File: src/design/spi_status_lock_consts.vh
// Named constants for the serial slave front end with status byte and write lock.
// Assumes inclusion by bare name from the design files; definitions only.
`ifndef SPI_STATUS_LOCK_CONSTS_VH
`define SPI_STATUS_LOCK_CONSTS_VH

// Frame geometry
`define FRAME_BITS        5'h10
`define CMD_BITS          5'h08
`define BIT_CNT_RESET     5'h00
`define OUT_IDX_TOP       4'hf
// Synchroniser reset levels, one bit per pin: readback, data in, clock, select
// The clock idles low; resetting its stages high would fake a clock fall after reset
`define SYNC_IDLE_LEVEL   4'hd

// Status flag byte layout
`define STAT_FIXED        4'ha
`define STAT_ZERO_BIT     1'b0

// Command codes without parity
`define CMD_WRITE_LOCK    7'h5e
`define CMD_WRITE_UNLOCK  7'h5d
`define CMD_CONFIG_ONE    7'h5b
`define CMD_CONFIG_TWO    7'h4a
`define CMD_STANDBY       7'h3e

// Data values that qualify special commands
`define DATA_LOCK         8'haa
`define DATA_UNLOCK       8'h55
`define DATA_STANDBY      8'h00

// Reset values
`define BYTE_ZERO         8'h00
`define CMD_ZERO          7'h00
`define WORD_ZERO         16'h0000

`endif

File: src/design/pin_sync.v
// Two-stage synchroniser for a group of pin inputs, one generate entry per bit.
// Assumes the pins are asynchronous to clk; only the second stage is read outside.
`timescale 1ns/1ns
`default_nettype none

module pin_sync #(
	parameter WIDTH = 4,
	parameter [WIDTH-1:0] RESET_LEVEL = {WIDTH{1'b1}}
) (
	// Clock and reset
	input  wire             clk,
	input  wire             srst,
	// Pins and synchronised levels
	input  wire [WIDTH-1:0] pin,
	output wire [WIDTH-1:0] level
);

	genvar i;

	// Each bit gets its own pair of flops so no stage feeds logic early
	generate
		for (i = 0; i < WIDTH; i = i + 1) begin : g_bit
			reg first;
			reg second;
			always @(posedge clk) begin
				if (srst) begin
					first  <= RESET_LEVEL[i];
					second <= RESET_LEVEL[i];
				end else begin
					first  <= pin[i];
					second <= first;
				end
			end
			assign level[i] = second;
		end
	endgenerate

endmodule // pin_sync

`default_nettype wire

File: src/design/spi_status_lock.v
// Serial slave front end: 16-bit frames, status flag byte, register data byte,
// software write lock and diagnostic-state write protection.
// Assumes the serial pins are asynchronous and much slower than clk (clock period
// well above 8 clk cycles), and an outside decoder answers cmd_code in one cycle.
`timescale 1ns/1ns
`default_nettype none
`include "spi_status_lock_consts.vh"

// Summary of operation
// - Status byte upper nibble shifts out as 1,0,1,0 during the command byte.
// - Status bit 3 reports that the previous frame was a write access.
// - Status bit 2 reports an output data error in the previous frame.
// - Status bits describe the previous frame or earlier ones, never the current one.
// - Error bits from a truncated frame persist until a later read access clears them.
// - Clock fall while deselected with output high sets output error for the next frame.
// - An output error never rejects the frame; the command still executes.
// - Second byte returns the addressed register, unused bits zero.
// - Bits sampled on clock fall, launched on clock rise, 16 per frame.
// - Lock command with data AAh blocks writes to lock-protected registers.
// - Unlock command with data 55h re-enables writes to protected registers.
// - Configuration writes need the diagnostic state and are also lock-protected.
// - Standby write honoured only with data 00h and ignores the lock.
// - Power-on reset events reload all initial values except the pin synchroniser stages.
// - Self-test completion re-initialises the listed registers; state code refreshes.
// - 16 bits MSB first; deselect holds the transmit path in reset, output released.
// - First byte holds 7-bit command above a parity bit.
// - Command byte is checked for even parity.
module spi_status_lock (
	// Clock and reset
	input  wire       clk,
	input  wire       srst,
	// Serial pins
	input  wire       chip_select_n,
	input  wire       serial_clock_pin,
	input  wire       serial_data_in,
	input  wire       serial_data_readback,
	output reg        serial_data_out,
	output reg        serial_data_oe,
	// Device state and events
	input  wire       diag_state,
	input  wire       self_test_done,
	input  wire       power_on_reset_event,
	// Command decoder answers, valid the cycle after cmd_code changes
	input  wire       cmd_is_write,
	input  wire       cmd_undefined,
	input  wire       cmd_lock_protected,
	input  wire [7:0] read_data,
	// Register file requests
	output reg  [6:0] cmd_code,
	output reg        read_strobe,
	output reg        write_strobe,
	output reg  [7:0] write_data,
	output reg        standby_request,
	output reg        reinit_strobe,
	output reg        state_code_refresh,
	output reg        write_locked
);

	localparam [2:0] ST_IDLE  = 3'b001;
	localparam [2:0] ST_SHIFT = 3'b010;
	localparam [2:0] ST_EXEC  = 3'b100;

	wire [3:0] sync_level;
	wire       cs_n_s;
	wire       sclk_s;
	wire       sdi_s;
	wire       rdbk_s;

	reg  [2:0]  state;
	reg  [2:0]  next_state;
	reg         sclk_d;
	reg         cs_n_d;
	reg  [4:0]  bit_cnt;
	reg  [3:0]  out_idx;
	reg  [15:0] rx_word;
	reg  [15:0] tx_word;
	reg         fetch_pending;
	reg         frame_sdo_err;
	reg         idle_sdo_err;
	reg         flag_write;
	reg         flag_sdo_err;
	reg         flag_frame_err;
	reg         cmd_was_write;
	reg         cmd_was_undef;
	reg         cmd_was_prot;

	wire sclk_fall;
	wire sclk_rise;
	wire cs_fall;
	wire cs_rise;
	wire full_frame;
	wire parity_ok;
	wire frame_err_now;
	wire frame_valid;
	wire clear_errors;
	wire [7:0] status_byte;
	wire [7:0] data_byte;
	wire write_allowed;

	// All four pins pass two flops before any logic looks at them
	pin_sync #(
		.WIDTH       (4),
		.RESET_LEVEL (`SYNC_IDLE_LEVEL)
	) u_pin_sync (
		.clk   (clk),
		.srst  (srst),
		.pin   ({serial_data_readback, serial_data_in, serial_clock_pin, chip_select_n}),
		.level (sync_level)
	);

	assign cs_n_s = sync_level[0];
	assign sclk_s = sync_level[1];
	assign sdi_s  = sync_level[2];
	assign rdbk_s = sync_level[3];

	// Edge detection on the synchronised levels
	assign sclk_fall = sclk_d & ~sclk_s;
	assign sclk_rise = ~sclk_d & sclk_s;
	assign cs_fall   = cs_n_d & ~cs_n_s;
	assign cs_rise   = ~cs_n_d & cs_n_s;

	// Frame checks evaluated when select rises
	assign full_frame    = (bit_cnt == `FRAME_BITS);
	assign parity_ok     = ~^rx_word[15:8];
	assign frame_err_now = ~full_frame | ~parity_ok | cmd_was_undef;
	assign frame_valid   = ~frame_err_now;
	assign clear_errors  = frame_valid & ~cmd_was_write;

	// Status byte from the flags of the previous frame
	assign status_byte = {`STAT_FIXED, flag_write, flag_sdo_err, `STAT_ZERO_BIT, flag_frame_err};
	assign data_byte   = rx_word[7:0];

	// Configuration writes need diagnostic state; protected writes need the lock open
	assign write_allowed = ~((cmd_was_prot | (cmd_code == `CMD_CONFIG_ONE) | (cmd_code == `CMD_CONFIG_TWO))
		& write_locked)
		& (diag_state | ((cmd_code != `CMD_CONFIG_ONE) & (cmd_code != `CMD_CONFIG_TWO)));

	// Next state: frames open on select fall, execute once on select rise
	always @* begin
		next_state = state;
		case (state)
			ST_IDLE: begin
				if (cs_fall) begin
					next_state = ST_SHIFT;
				end
			end
			ST_SHIFT: begin
				if (cs_rise) begin
					next_state = ST_EXEC;
				end
			end
			ST_EXEC: begin
				next_state = ST_IDLE;
			end
			default: begin
				next_state = ST_IDLE;
			end
		endcase
	end

	// Edge history and state register
	always @(posedge clk) begin
		if (srst | power_on_reset_event) begin
			state  <= ST_IDLE;
			sclk_d <= 1'b0;
			cs_n_d <= 1'b1;
		end else begin
			state  <= next_state;
			sclk_d <= sclk_s;
			cs_n_d <= cs_n_s;
		end
	end

	// Receive path: sample on clock fall, most significant bit first
	// Count and word are kept after select rises, since frame end still needs them
	always @(posedge clk) begin
		if (srst | power_on_reset_event | cs_fall) begin
			bit_cnt <= `BIT_CNT_RESET;
			rx_word <= `WORD_ZERO;
		end else if (sclk_fall && !cs_n_s && bit_cnt != `FRAME_BITS) begin
			rx_word <= {rx_word[14:0], sdi_s};
			bit_cnt <= bit_cnt + 5'h01;
		end
	end

	// Command byte complete: hand the code to the decoder and fetch read data
	always @(posedge clk) begin
		if (srst | power_on_reset_event) begin
			cmd_code      <= `CMD_ZERO;
			read_strobe   <= 1'b0;
			fetch_pending <= 1'b0;
			cmd_was_write <= 1'b0;
			cmd_was_undef <= 1'b0;
			cmd_was_prot  <= 1'b0;
		end else begin
			read_strobe   <= 1'b0;
			fetch_pending <= read_strobe;
			if (cs_fall) begin
				cmd_was_write <= 1'b0;
				cmd_was_undef <= 1'b0;
				cmd_was_prot  <= 1'b0;
			end else if (sclk_fall && !cs_n_s && bit_cnt == (`CMD_BITS - 5'h01)) begin
				cmd_code    <= rx_word[6:0];
				read_strobe <= 1'b1;
			end
			if (read_strobe) begin
				cmd_was_write <= cmd_is_write;
				cmd_was_undef <= cmd_undefined;
				cmd_was_prot  <= cmd_lock_protected;
			end
		end
	end

	// Transmit path: launch on clock rise; released while deselected
	always @(posedge clk) begin
		if (srst | power_on_reset_event | cs_n_s) begin
			serial_data_out <= 1'b1;
			serial_data_oe  <= 1'b0;
			out_idx         <= `OUT_IDX_TOP;
			tx_word         <= `WORD_ZERO;
		end else begin
			serial_data_oe <= 1'b1;
			if (cs_n_d) begin
				tx_word         <= {status_byte, `BYTE_ZERO};
				serial_data_out <= status_byte[7];
				out_idx         <= `OUT_IDX_TOP;
			end else begin
				if (fetch_pending) begin
					tx_word[7:0] <= read_data;
				end
				if (sclk_rise) begin
					serial_data_out <= tx_word[out_idx];
					out_idx         <= out_idx - 4'h1;
				end
			end
		end
	end

	// Output error detection: readback mismatch in frame, stray clock while deselected
	always @(posedge clk) begin
		if (srst | power_on_reset_event) begin
			frame_sdo_err <= 1'b0;
			idle_sdo_err  <= 1'b0;
		end else begin
			if (cs_fall) begin
				frame_sdo_err <= 1'b0;
			end else if (sclk_fall && !cs_n_s && serial_data_oe && rdbk_s != serial_data_out) begin
				frame_sdo_err <= 1'b1;
			end
			// Held until a frame folds it into the flags
			if (sclk_fall && cs_n_s && rdbk_s) begin
				idle_sdo_err <= 1'b1;
			end else if (state == ST_EXEC) begin
				idle_sdo_err <= 1'b0;
			end
		end
	end

	// Status flags updated once per frame; new errors win over a clearing read
	always @(posedge clk) begin
		if (srst | power_on_reset_event) begin
			flag_write     <= 1'b0;
			flag_sdo_err   <= 1'b0;
			flag_frame_err <= 1'b0;
		end else if (state == ST_EXEC) begin
			flag_write     <= full_frame & cmd_was_write;
			flag_sdo_err   <= frame_sdo_err | idle_sdo_err | (flag_sdo_err & ~clear_errors);
			flag_frame_err <= frame_err_now | (flag_frame_err & ~clear_errors);
		end
	end

	// Command execution at frame end, including lock, unlock and standby
	always @(posedge clk) begin
		if (srst | power_on_reset_event) begin
			write_strobe    <= 1'b0;
			write_data      <= `BYTE_ZERO;
			standby_request <= 1'b0;
			write_locked    <= 1'b0;
		end else begin
			write_strobe    <= 1'b0;
			standby_request <= 1'b0;
			if (state == ST_EXEC && frame_valid) begin
				if (cmd_code == `CMD_WRITE_LOCK) begin
					if (data_byte == `DATA_LOCK) begin
						write_locked <= 1'b1;
					end
				end else if (cmd_code == `CMD_WRITE_UNLOCK) begin
					if (data_byte == `DATA_UNLOCK) begin
						write_locked <= 1'b0;
					end
				end else if (cmd_code == `CMD_STANDBY) begin
					standby_request <= (data_byte == `DATA_STANDBY);
				end else if (cmd_was_write && write_allowed) begin
					write_strobe <= 1'b1;
					write_data   <= data_byte;
				end
			end
		end
	end

	// Self-test completion: request re-initialisation, then refresh the state code
	always @(posedge clk) begin
		if (srst | power_on_reset_event) begin
			reinit_strobe      <= 1'b0;
			state_code_refresh <= 1'b0;
		end else begin
			reinit_strobe      <= self_test_done;
			state_code_refresh <= reinit_strobe;
		end
	end

endmodule // spi_status_lock

`default_nettype wire

File: config.mk
export PLATFORM = sky130hd
export DESIGN_NAME = spi_status_lock
export DESIGN_NICKNAME = d
export VERILOG_FILES = /design/src/design/pin_sync.v /design/src/design/spi_status_lock.v
export VERILOG_INCLUDE_DIRS = /design/src /design/src/design
export SDC_FILE = /design/constraint.sdc
export NUM_CORES = 1
export LEC_CHECK = 0
export ABC_AREA = 0
export BUFFER_PORTS_ARGS = -buffer_cell sky130_fd_sc_hd__buf_2
export CAP_MARGIN = 20
export CELL_PAD_IN_SITES_DETAIL_PLACEMENT = 1
export CELL_PAD_IN_SITES_GLOBAL_PLACEMENT = 1
export CORE_ASPECT_RATIO = 1.1
export CORE_UTILIZATION = 43
export DETAILED_ROUTE_END_ITERATION = 16
export GPL_ROUTABILITY_DRIVEN = 0
export PLACE_DENSITY = 0.76
export SKIP_CTS_REPAIR_TIMING = 1
export SLEW_MARGIN = 0
export SYNTH_ARGS = -nofsm -noshare
export SYNTH_HDL_FRONTEND = slang
export SYNTH_SLANG_ARGS = --single-unit
File: constraint.sdc
create_clock -name clk -period 2.5 [get_ports clk]
set_input_delay 0.375 -clock clk [delete_from_list [all_inputs] [get_ports clk]]
set_output_delay 0.375 -clock clk [all_outputs]
set_load 0.005 [all_outputs]
==> metrics.md, run 1 <==
| Metric | Value |
|---|---|
| # Max-Cap Violations | 0 |
| DR iter-0 viols | 92 |
| Max-slew headroom | 48.5% |
| Reg2reg setup slack | 300 ps |
| Top cells by count, synth | dfxtp_1 (82), nand2_1 (71), nor2_1 (43) |
| Detailed Route WL | 7810 µm |
| Number of synthesized flops with an enable pin | 0 |
| Syn_nets | 385 |
| Synth Warn # | 0 |
| Post-synth ARST share | 0% |
| Top_reg_cell synth | dfxtp_1 |
| Grt ovf | 0 |
| Clock buffer depth | 2 |
| Final setup violation count | 0 |
| P&R area growth vs syn | 15.4% |
| Syn Inst Count | 362 |
| Clock sinks | 82 |
| Chip Width | 85.2 µm |
| Run status | finished, final reports clean |
| Htree depth | 3 |
| Antenna Diode Count | 0 |
| Vias/cell | 5.28 |
| Core Footprint | 7430 µm² |
| Clock Skew | 8.20 ps |
| Pleak | 1.45 nW |
| DP HPWL | 5590 µm |
| Setup_tns | 0 ps |
| Wire per inst | 15.8 µm |
| Critical Path RT | 2790 ps |
| GRT Overall Usage | 21.7% |
| Count of different cell masters after synthesis | 39 |
| Final period util | 88.1% |
| Synth top area share | 50.1% |
| Final hold violations | 0 |
| # port buffers | 42 |
| CP Class | reg2reg |
| Final slew viol count | 0 |
| Synthesized flop and latch total | 82 |
| Fmax | 454 MHz |
| CP Capture Type | flop |
| Nets | 425 |
| Drt drc | 0 |
| Initial antenna violation count | 0 |
| I/O pin count | 43 |
| First-pass GRT wire length | 13,100 µm |
| TritonRoute pass-1 iters | 4 |
| Worst setup SP type | flop |
| Antenna Nets Post-Route | 0 |
| Area leader, netlist | dfxtp_1 |
| Power Density | 665 nW/µm² |
| Period minus WS final | 2200 ps |
| Mapped cell area | 3280 µm² |
| Die ar. | 7970 µm² |
| Share of cells above drive strength 1 | 19.4% |
| Peak VDD IR | 314 µV |
| Clock-pin slew on the worst setup and hold paths | 80 ps |
| Actual slew at the worst max-slew pin | 770 ps |
| Unrepaired setup endpoints after global routing | false |
| Vias in the first global route | 2,719 |
| Pin count of the biggest net entering global routing | 24 |
| Root Driver | clkbuf_8 |
| Num CTS Buffers | 9 |
| CP max FO | 8 |
| Synth top area cells | dfxtp_1 (50%), mux2i_1 (8.6%), nand2_1 (8.1%), nor2_1 (4.9%), a21oi_1 (4.6%) |
| CTS tree | yes |
| Total power | 2.51 mW |
| Seq/Total Area, Yosys | 50.1% |
| Starting Density | 44.1% |
| Worst Hold Class | in2reg |
| Via count | 2,609 |
| Top-count cell post-synth | dfxtp_1 |
| Syn avg cell area | 9.05 µm² |
| Die height | 93.5 µm |
| Clk_lat worst skew | 360 ps |
| CP Data Arrival Time | 2490 ps |
| Row count | 33 |
| Core Util, Final | 50.8% |
==> report_power, final <==
group | internal, mW | switching, mW
clock network | 0.663 | 0.477
logic | 0.0218 | 0.0331
registers | 1.31 | 0.00577
total | 2.00 | 0.516
==> cell usage in the layout, fill, tap and decap left out, types with 2 or more instances in the layout <==
cell / n
dfxtp_1: 82
nand2_1: 71
nor2_1: 43
buf_2: 42
a21oi_1: 30
mux2i_1: 28
or2_2: 10
clkbuf_8: 9
xnor2_1: 7
inv_1: 6
nand2b_1: 6
nor4_1: 6
and2_1: 5
xor2_1: 5
o21ai_0: 5
nand3_1: 4
nand4_1: 4
nor2b_1: 3
ha_1: 3
bufinv_16: 3
nor3b_1: 2
and3_1: 2
mux2_2: 2
mux4_2: 2
nand4b_1: 2
o211ai_1: 2
xnor2_2: 2
or3_2: 2
or4_2: 2
and4_1: 2
nor3_1: 2
clkbuf_1: 2
buf_4: 2
==> metal layers <==
layer / vias up / track usage [%] / part of all wire (%)
li1: 1294 / - / -
met1: 1262 / 24.6 / 44
met2: 37 / 38.0 / 50
met3: 16 / 4.41 / 2.6
met4: 0 / 11.9 / 2.8
met5: - / 0 / 0
==> worst paths after layout <==
check / endpoint / start / cells after the start
max: write_data[5] / bit_cnt[0] / 6
min reg2reg: u_pin_sync.g_bit[2].second / u_pin_sync.g_bit[2].first / 1
min: u_pin_sync.g_bit[2].first / serial_data_in / 2
max reg2reg: write_data[5] / bit_cnt[0] / 6
==> metrics by stage <==
stage / hold slack (ps) / setup WS (ps) / std cells / cell area, µm²
after CTS: 177 / 265 / 494 / 3780
after detailed placement: 405 / 292 / 478 / 3540
after global placement: 394 / 417 / 478 / 3540
final: 196 / 296 / 494 / 3780
after floorplan: 389 / 626 / 362 / 3280
after global routing: 177 / 170 / 494 / 3780
==> logic make-up (layout without fill, tap and decap cells) <==
group | Yosys count | count (layout) | share of synthesized area, %
muxes | 32 | 32 | 10.6
DFF | 82 | 82 | 50.1
AOI/OAI and AO/OA | 41 | 41 | 6.72
xor gates and xnor gates | 14 | 14 | 4.20
adders and majority gates | 3 | 3 | 1.15
buffers and inverters | 21 | 66 | 2.67
and+or+nand+nor | 169 | 169 | 24.5
==> flip-flops by register name, summed over array words and instances, names as in the netlist, 3 cells and up <==
| name | flops |
|---|---|
| out_idx | 4 |
| u_pin_sync.g_bit.second | 4 |
| rx_word | 16 |
| bit_cnt | 5 |
| u_pin_sync.g_bit.first | 4 |
| cmd_code | 7 |
| state | 3 |
| tx_word | 12 |
| write_data | 8 |
==> area by class of cell <==
class,count,area [µm²]
Fill cell,880,3650
Sequential cell,82,1640
Multi-Input combinational cell,259,1550
Timing Repair Buffer,44,225
Clock buffer,11,131
Tap cell,87,109
Clock inverter,5,103
Inverter,6,22.5
==> critical path, cell delays in order, from the launching register on <==
cell and delay [ps]:
dfxtp_1 340, inv_1 90, ha_1 170, nand3_1 160, or3_2 540, nor4_4 570, mux2i_1 270
Note: power is estimated with default switching activity, not from simulation.
==> run 2, diff against run 1 <==
--- a/config.mk
+++ b/config.mk
@@ -13,8 +13,8 @@
 export CELL_PAD_IN_SITES_GLOBAL_PLACEMENT = 1
 export CORE_ASPECT_RATIO = 1.1
 export CORE_UTILIZATION = 43
+export CTS_CLUSTER_SIZE = 24
 export DETAILED_ROUTE_END_ITERATION = 16
-export GPL_ROUTABILITY_DRIVEN = 0
 export PLACE_DENSITY = 0.76
 export SKIP_CTS_REPAIR_TIMING = 1
 export SLEW_MARGIN = 0
==> constraint.sdc (replaced) <==
create_clock -name clk -period 2.17 [get_ports clk]
set_input_delay 0.3255 -clock clk [delete_from_list [all_inputs] [get_ports clk]]
set_output_delay 0.3255 -clock clk [all_outputs]
set_load 0.005 [all_outputs]
==> metrics.md, run 2 (same netlist as run 1, synthesis figures left out) <==
| Metric | Value |
|---|---|
| Run status | finished, final reports clean |
| Worst Hold Class | in2reg |
| Most flops, register | rx_word |
| Share of cells above drive strength 1 | 21.3% |
| Placer Congestion | 0.755 |
| Peak VDD IR | 435 µV |
| WHS Endpoint | u_pin_sync.g_bit[3].first |
| CP Class | reg2reg |
| Via count | 2,606 |
| I/O pin count | 43 |
| Largest register FFs | 16 |
| First-pass GRT wire length | 12,900 µm |
| CP max FO | 6 |
| Worst slack, placed | 32.5 ps |
| CP Data Arrival Time | 2280 ps |
| DP HPWL | 5350 µm |
| Grt ovf | 0 |
| Kind of cell adding the most delay to the critical path | simple AND/OR/NAND/NOR gates |
| Hold Worst Slack | 145 ps |
| Vias/cell | 5.20 |
| Pin count of the biggest net entering global routing | 24 |
| Core Footprint | 7430 µm² |
| Htree depth | 3 |
| Clock Skew | 14.1 ps |
| Power Density | 704 nW/µm² |
| Fin cells | 501 |
| Clock sinks | 82 |
| Most common cell after layout, fill and taps aside | dfxtp_1 |
| RR Startpoint | cmd_code[4] |
| Antenna Diode Count | 0 |
| FF-to-FF End | write_locked |
| Critical Path RT | 2460 ps |
| Clock buffer depth | 2 |
| Fill cell count | 893 |
| Clk_lat worst skew | 360 ps |
| Vias in the first global route | 2,647 |
| Top Usage Layer GRT | met2 |
| Worst hold stages | 2 |
| Setup_tns | 0 ps |
| Worst Path Buf+Inv | 0 |
| Period minus WS final | 1990 ps |
| CP max stage delay | 430 ps |
| Crit-path cells | and4b_1 -> nor3b_1 -> mux2_2 -> nor4_1 -> mux2i_1 |
| Wire per inst | 15.0 µm |
| Reg2reg setup slack | 180 ps |
| Nets | 433 |
| Chip Width | 85.2 µm |
| Worst reg2reg path depth | 5 |
| Worst setup SP type | flop |
| GRT Overall Usage | 21.0% |
| Fmax | 503 MHz |
| Final WS setup | 183 ps |
| CTS tree | yes |
| Starting Density | 44.1% |
| Root Driver | clkbuf_8 |
| Met3 usage | 3.88% |
| Final setup violation count | 0 |
| Row count | 33 |
| Final slew viol count | 0 |
| Initial antenna violation count | 0 |
| Die ar. | 7970 µm² |
| # Max-Cap Violations | 0 |
| Antenna Nets Post-Route | 0 |
| Die height | 93.5 µm |
| Final period util | 91.6% |
| # port buffers | 42 |
| P&R area growth vs syn | 16.4% |
| Unrepaired setup endpoints after global routing | false |
| Actual slew at the worst max-slew pin | 591 ps |
| Top flop regs | rx_word: 16 flops, tx_word: 12 flops, write_data: 8 flops |
| Clock-pin slew on the worst setup and hold paths | 90 ps |
| CP Capture Type | flop |
| Crit-path slowest cell | dfxtp_1 |
| Met2 Use GR | 36.5% |
| Detailed Route WL | 7510 µm |
| Drt drc | 0 |
| Num CTS Buffers | 9 |
| Met1 usage | 25.2% |
| TritonRoute pass-1 iters | 4 |
| DR iter-0 viols | 82 |
| Pleak | 1.47 nW |
| Placed Cells incl. Taps | 485 |
| Max-slew headroom | 60.5% |
| Most frequent cells in the layout | dfxtp_1 (82), nand2_1 (71), nor2_1 (43) |
| Hold Path Origin | serial_data_readback |
| Final hold violations | 0 |
==> run 2: cell type report <==
cell class / count / area (µm²) / share of cell area (%)
sequential: 82 / 1640 / 43.0
multi-input combinational: 259 / 1550 / 40.7
timing repair buffer: 52 / 298 / 7.81
clock buffer: 10 / 128 / 3.35
tap: 87 / 109 / 2.85
clock inverter: 5 / 62.6 / 1.64
inverter: 6 / 22.5 / 0.591
==> run 2: layer usage <==
layer / vias to the layer above / routed length [µm]
met5: - / 0
met4: 0 / 153
met3: 11 / 212
met2: 37 / 3830
met1: 1246 / 3310
li1: 1312 / -
==> run 2: how the worst max path moves through the flow <==
stage	from	end	depth (start not counted)
final	cmd_code[4]	write_locked	5
after global placement	bit_cnt[0]	write_data[6]	6
after CTS	rx_word[14]	write_data[6]	5
after floorplan	bit_cnt[0]	write_data[0]	6
after global routing	bit_cnt[0]	write_data[6]	7
after detailed placement	rx_word[14]	write_data[6]	5
==> run 2: through the flow <==
| stage | instance area (µm²) | power, mW | util, % |
|---|---|---|---|
| 3_3_place_gp | 3600 | 1.62 | 48.4 |
| 5_1_grt | 3810 | 2.79 | 51.3 |
| 6_report | 3810 | 2.69 | 51.3 |
| 4_1_cts | 3790 | 2.71 | 51.0 |
| 3_5_place_dp | 3600 | 1.62 | 48.4 |
| 2_1_floorplan | 3280 | 1.59 | - |
==> run 2: where the power goes <==
group	total, mW	internal [mW]	switching (mW)
Clock	1.10	0.534	0.566
Sequential	1.52	1.51	0.00451
Combinational	0.0678	0.0278	0.0400
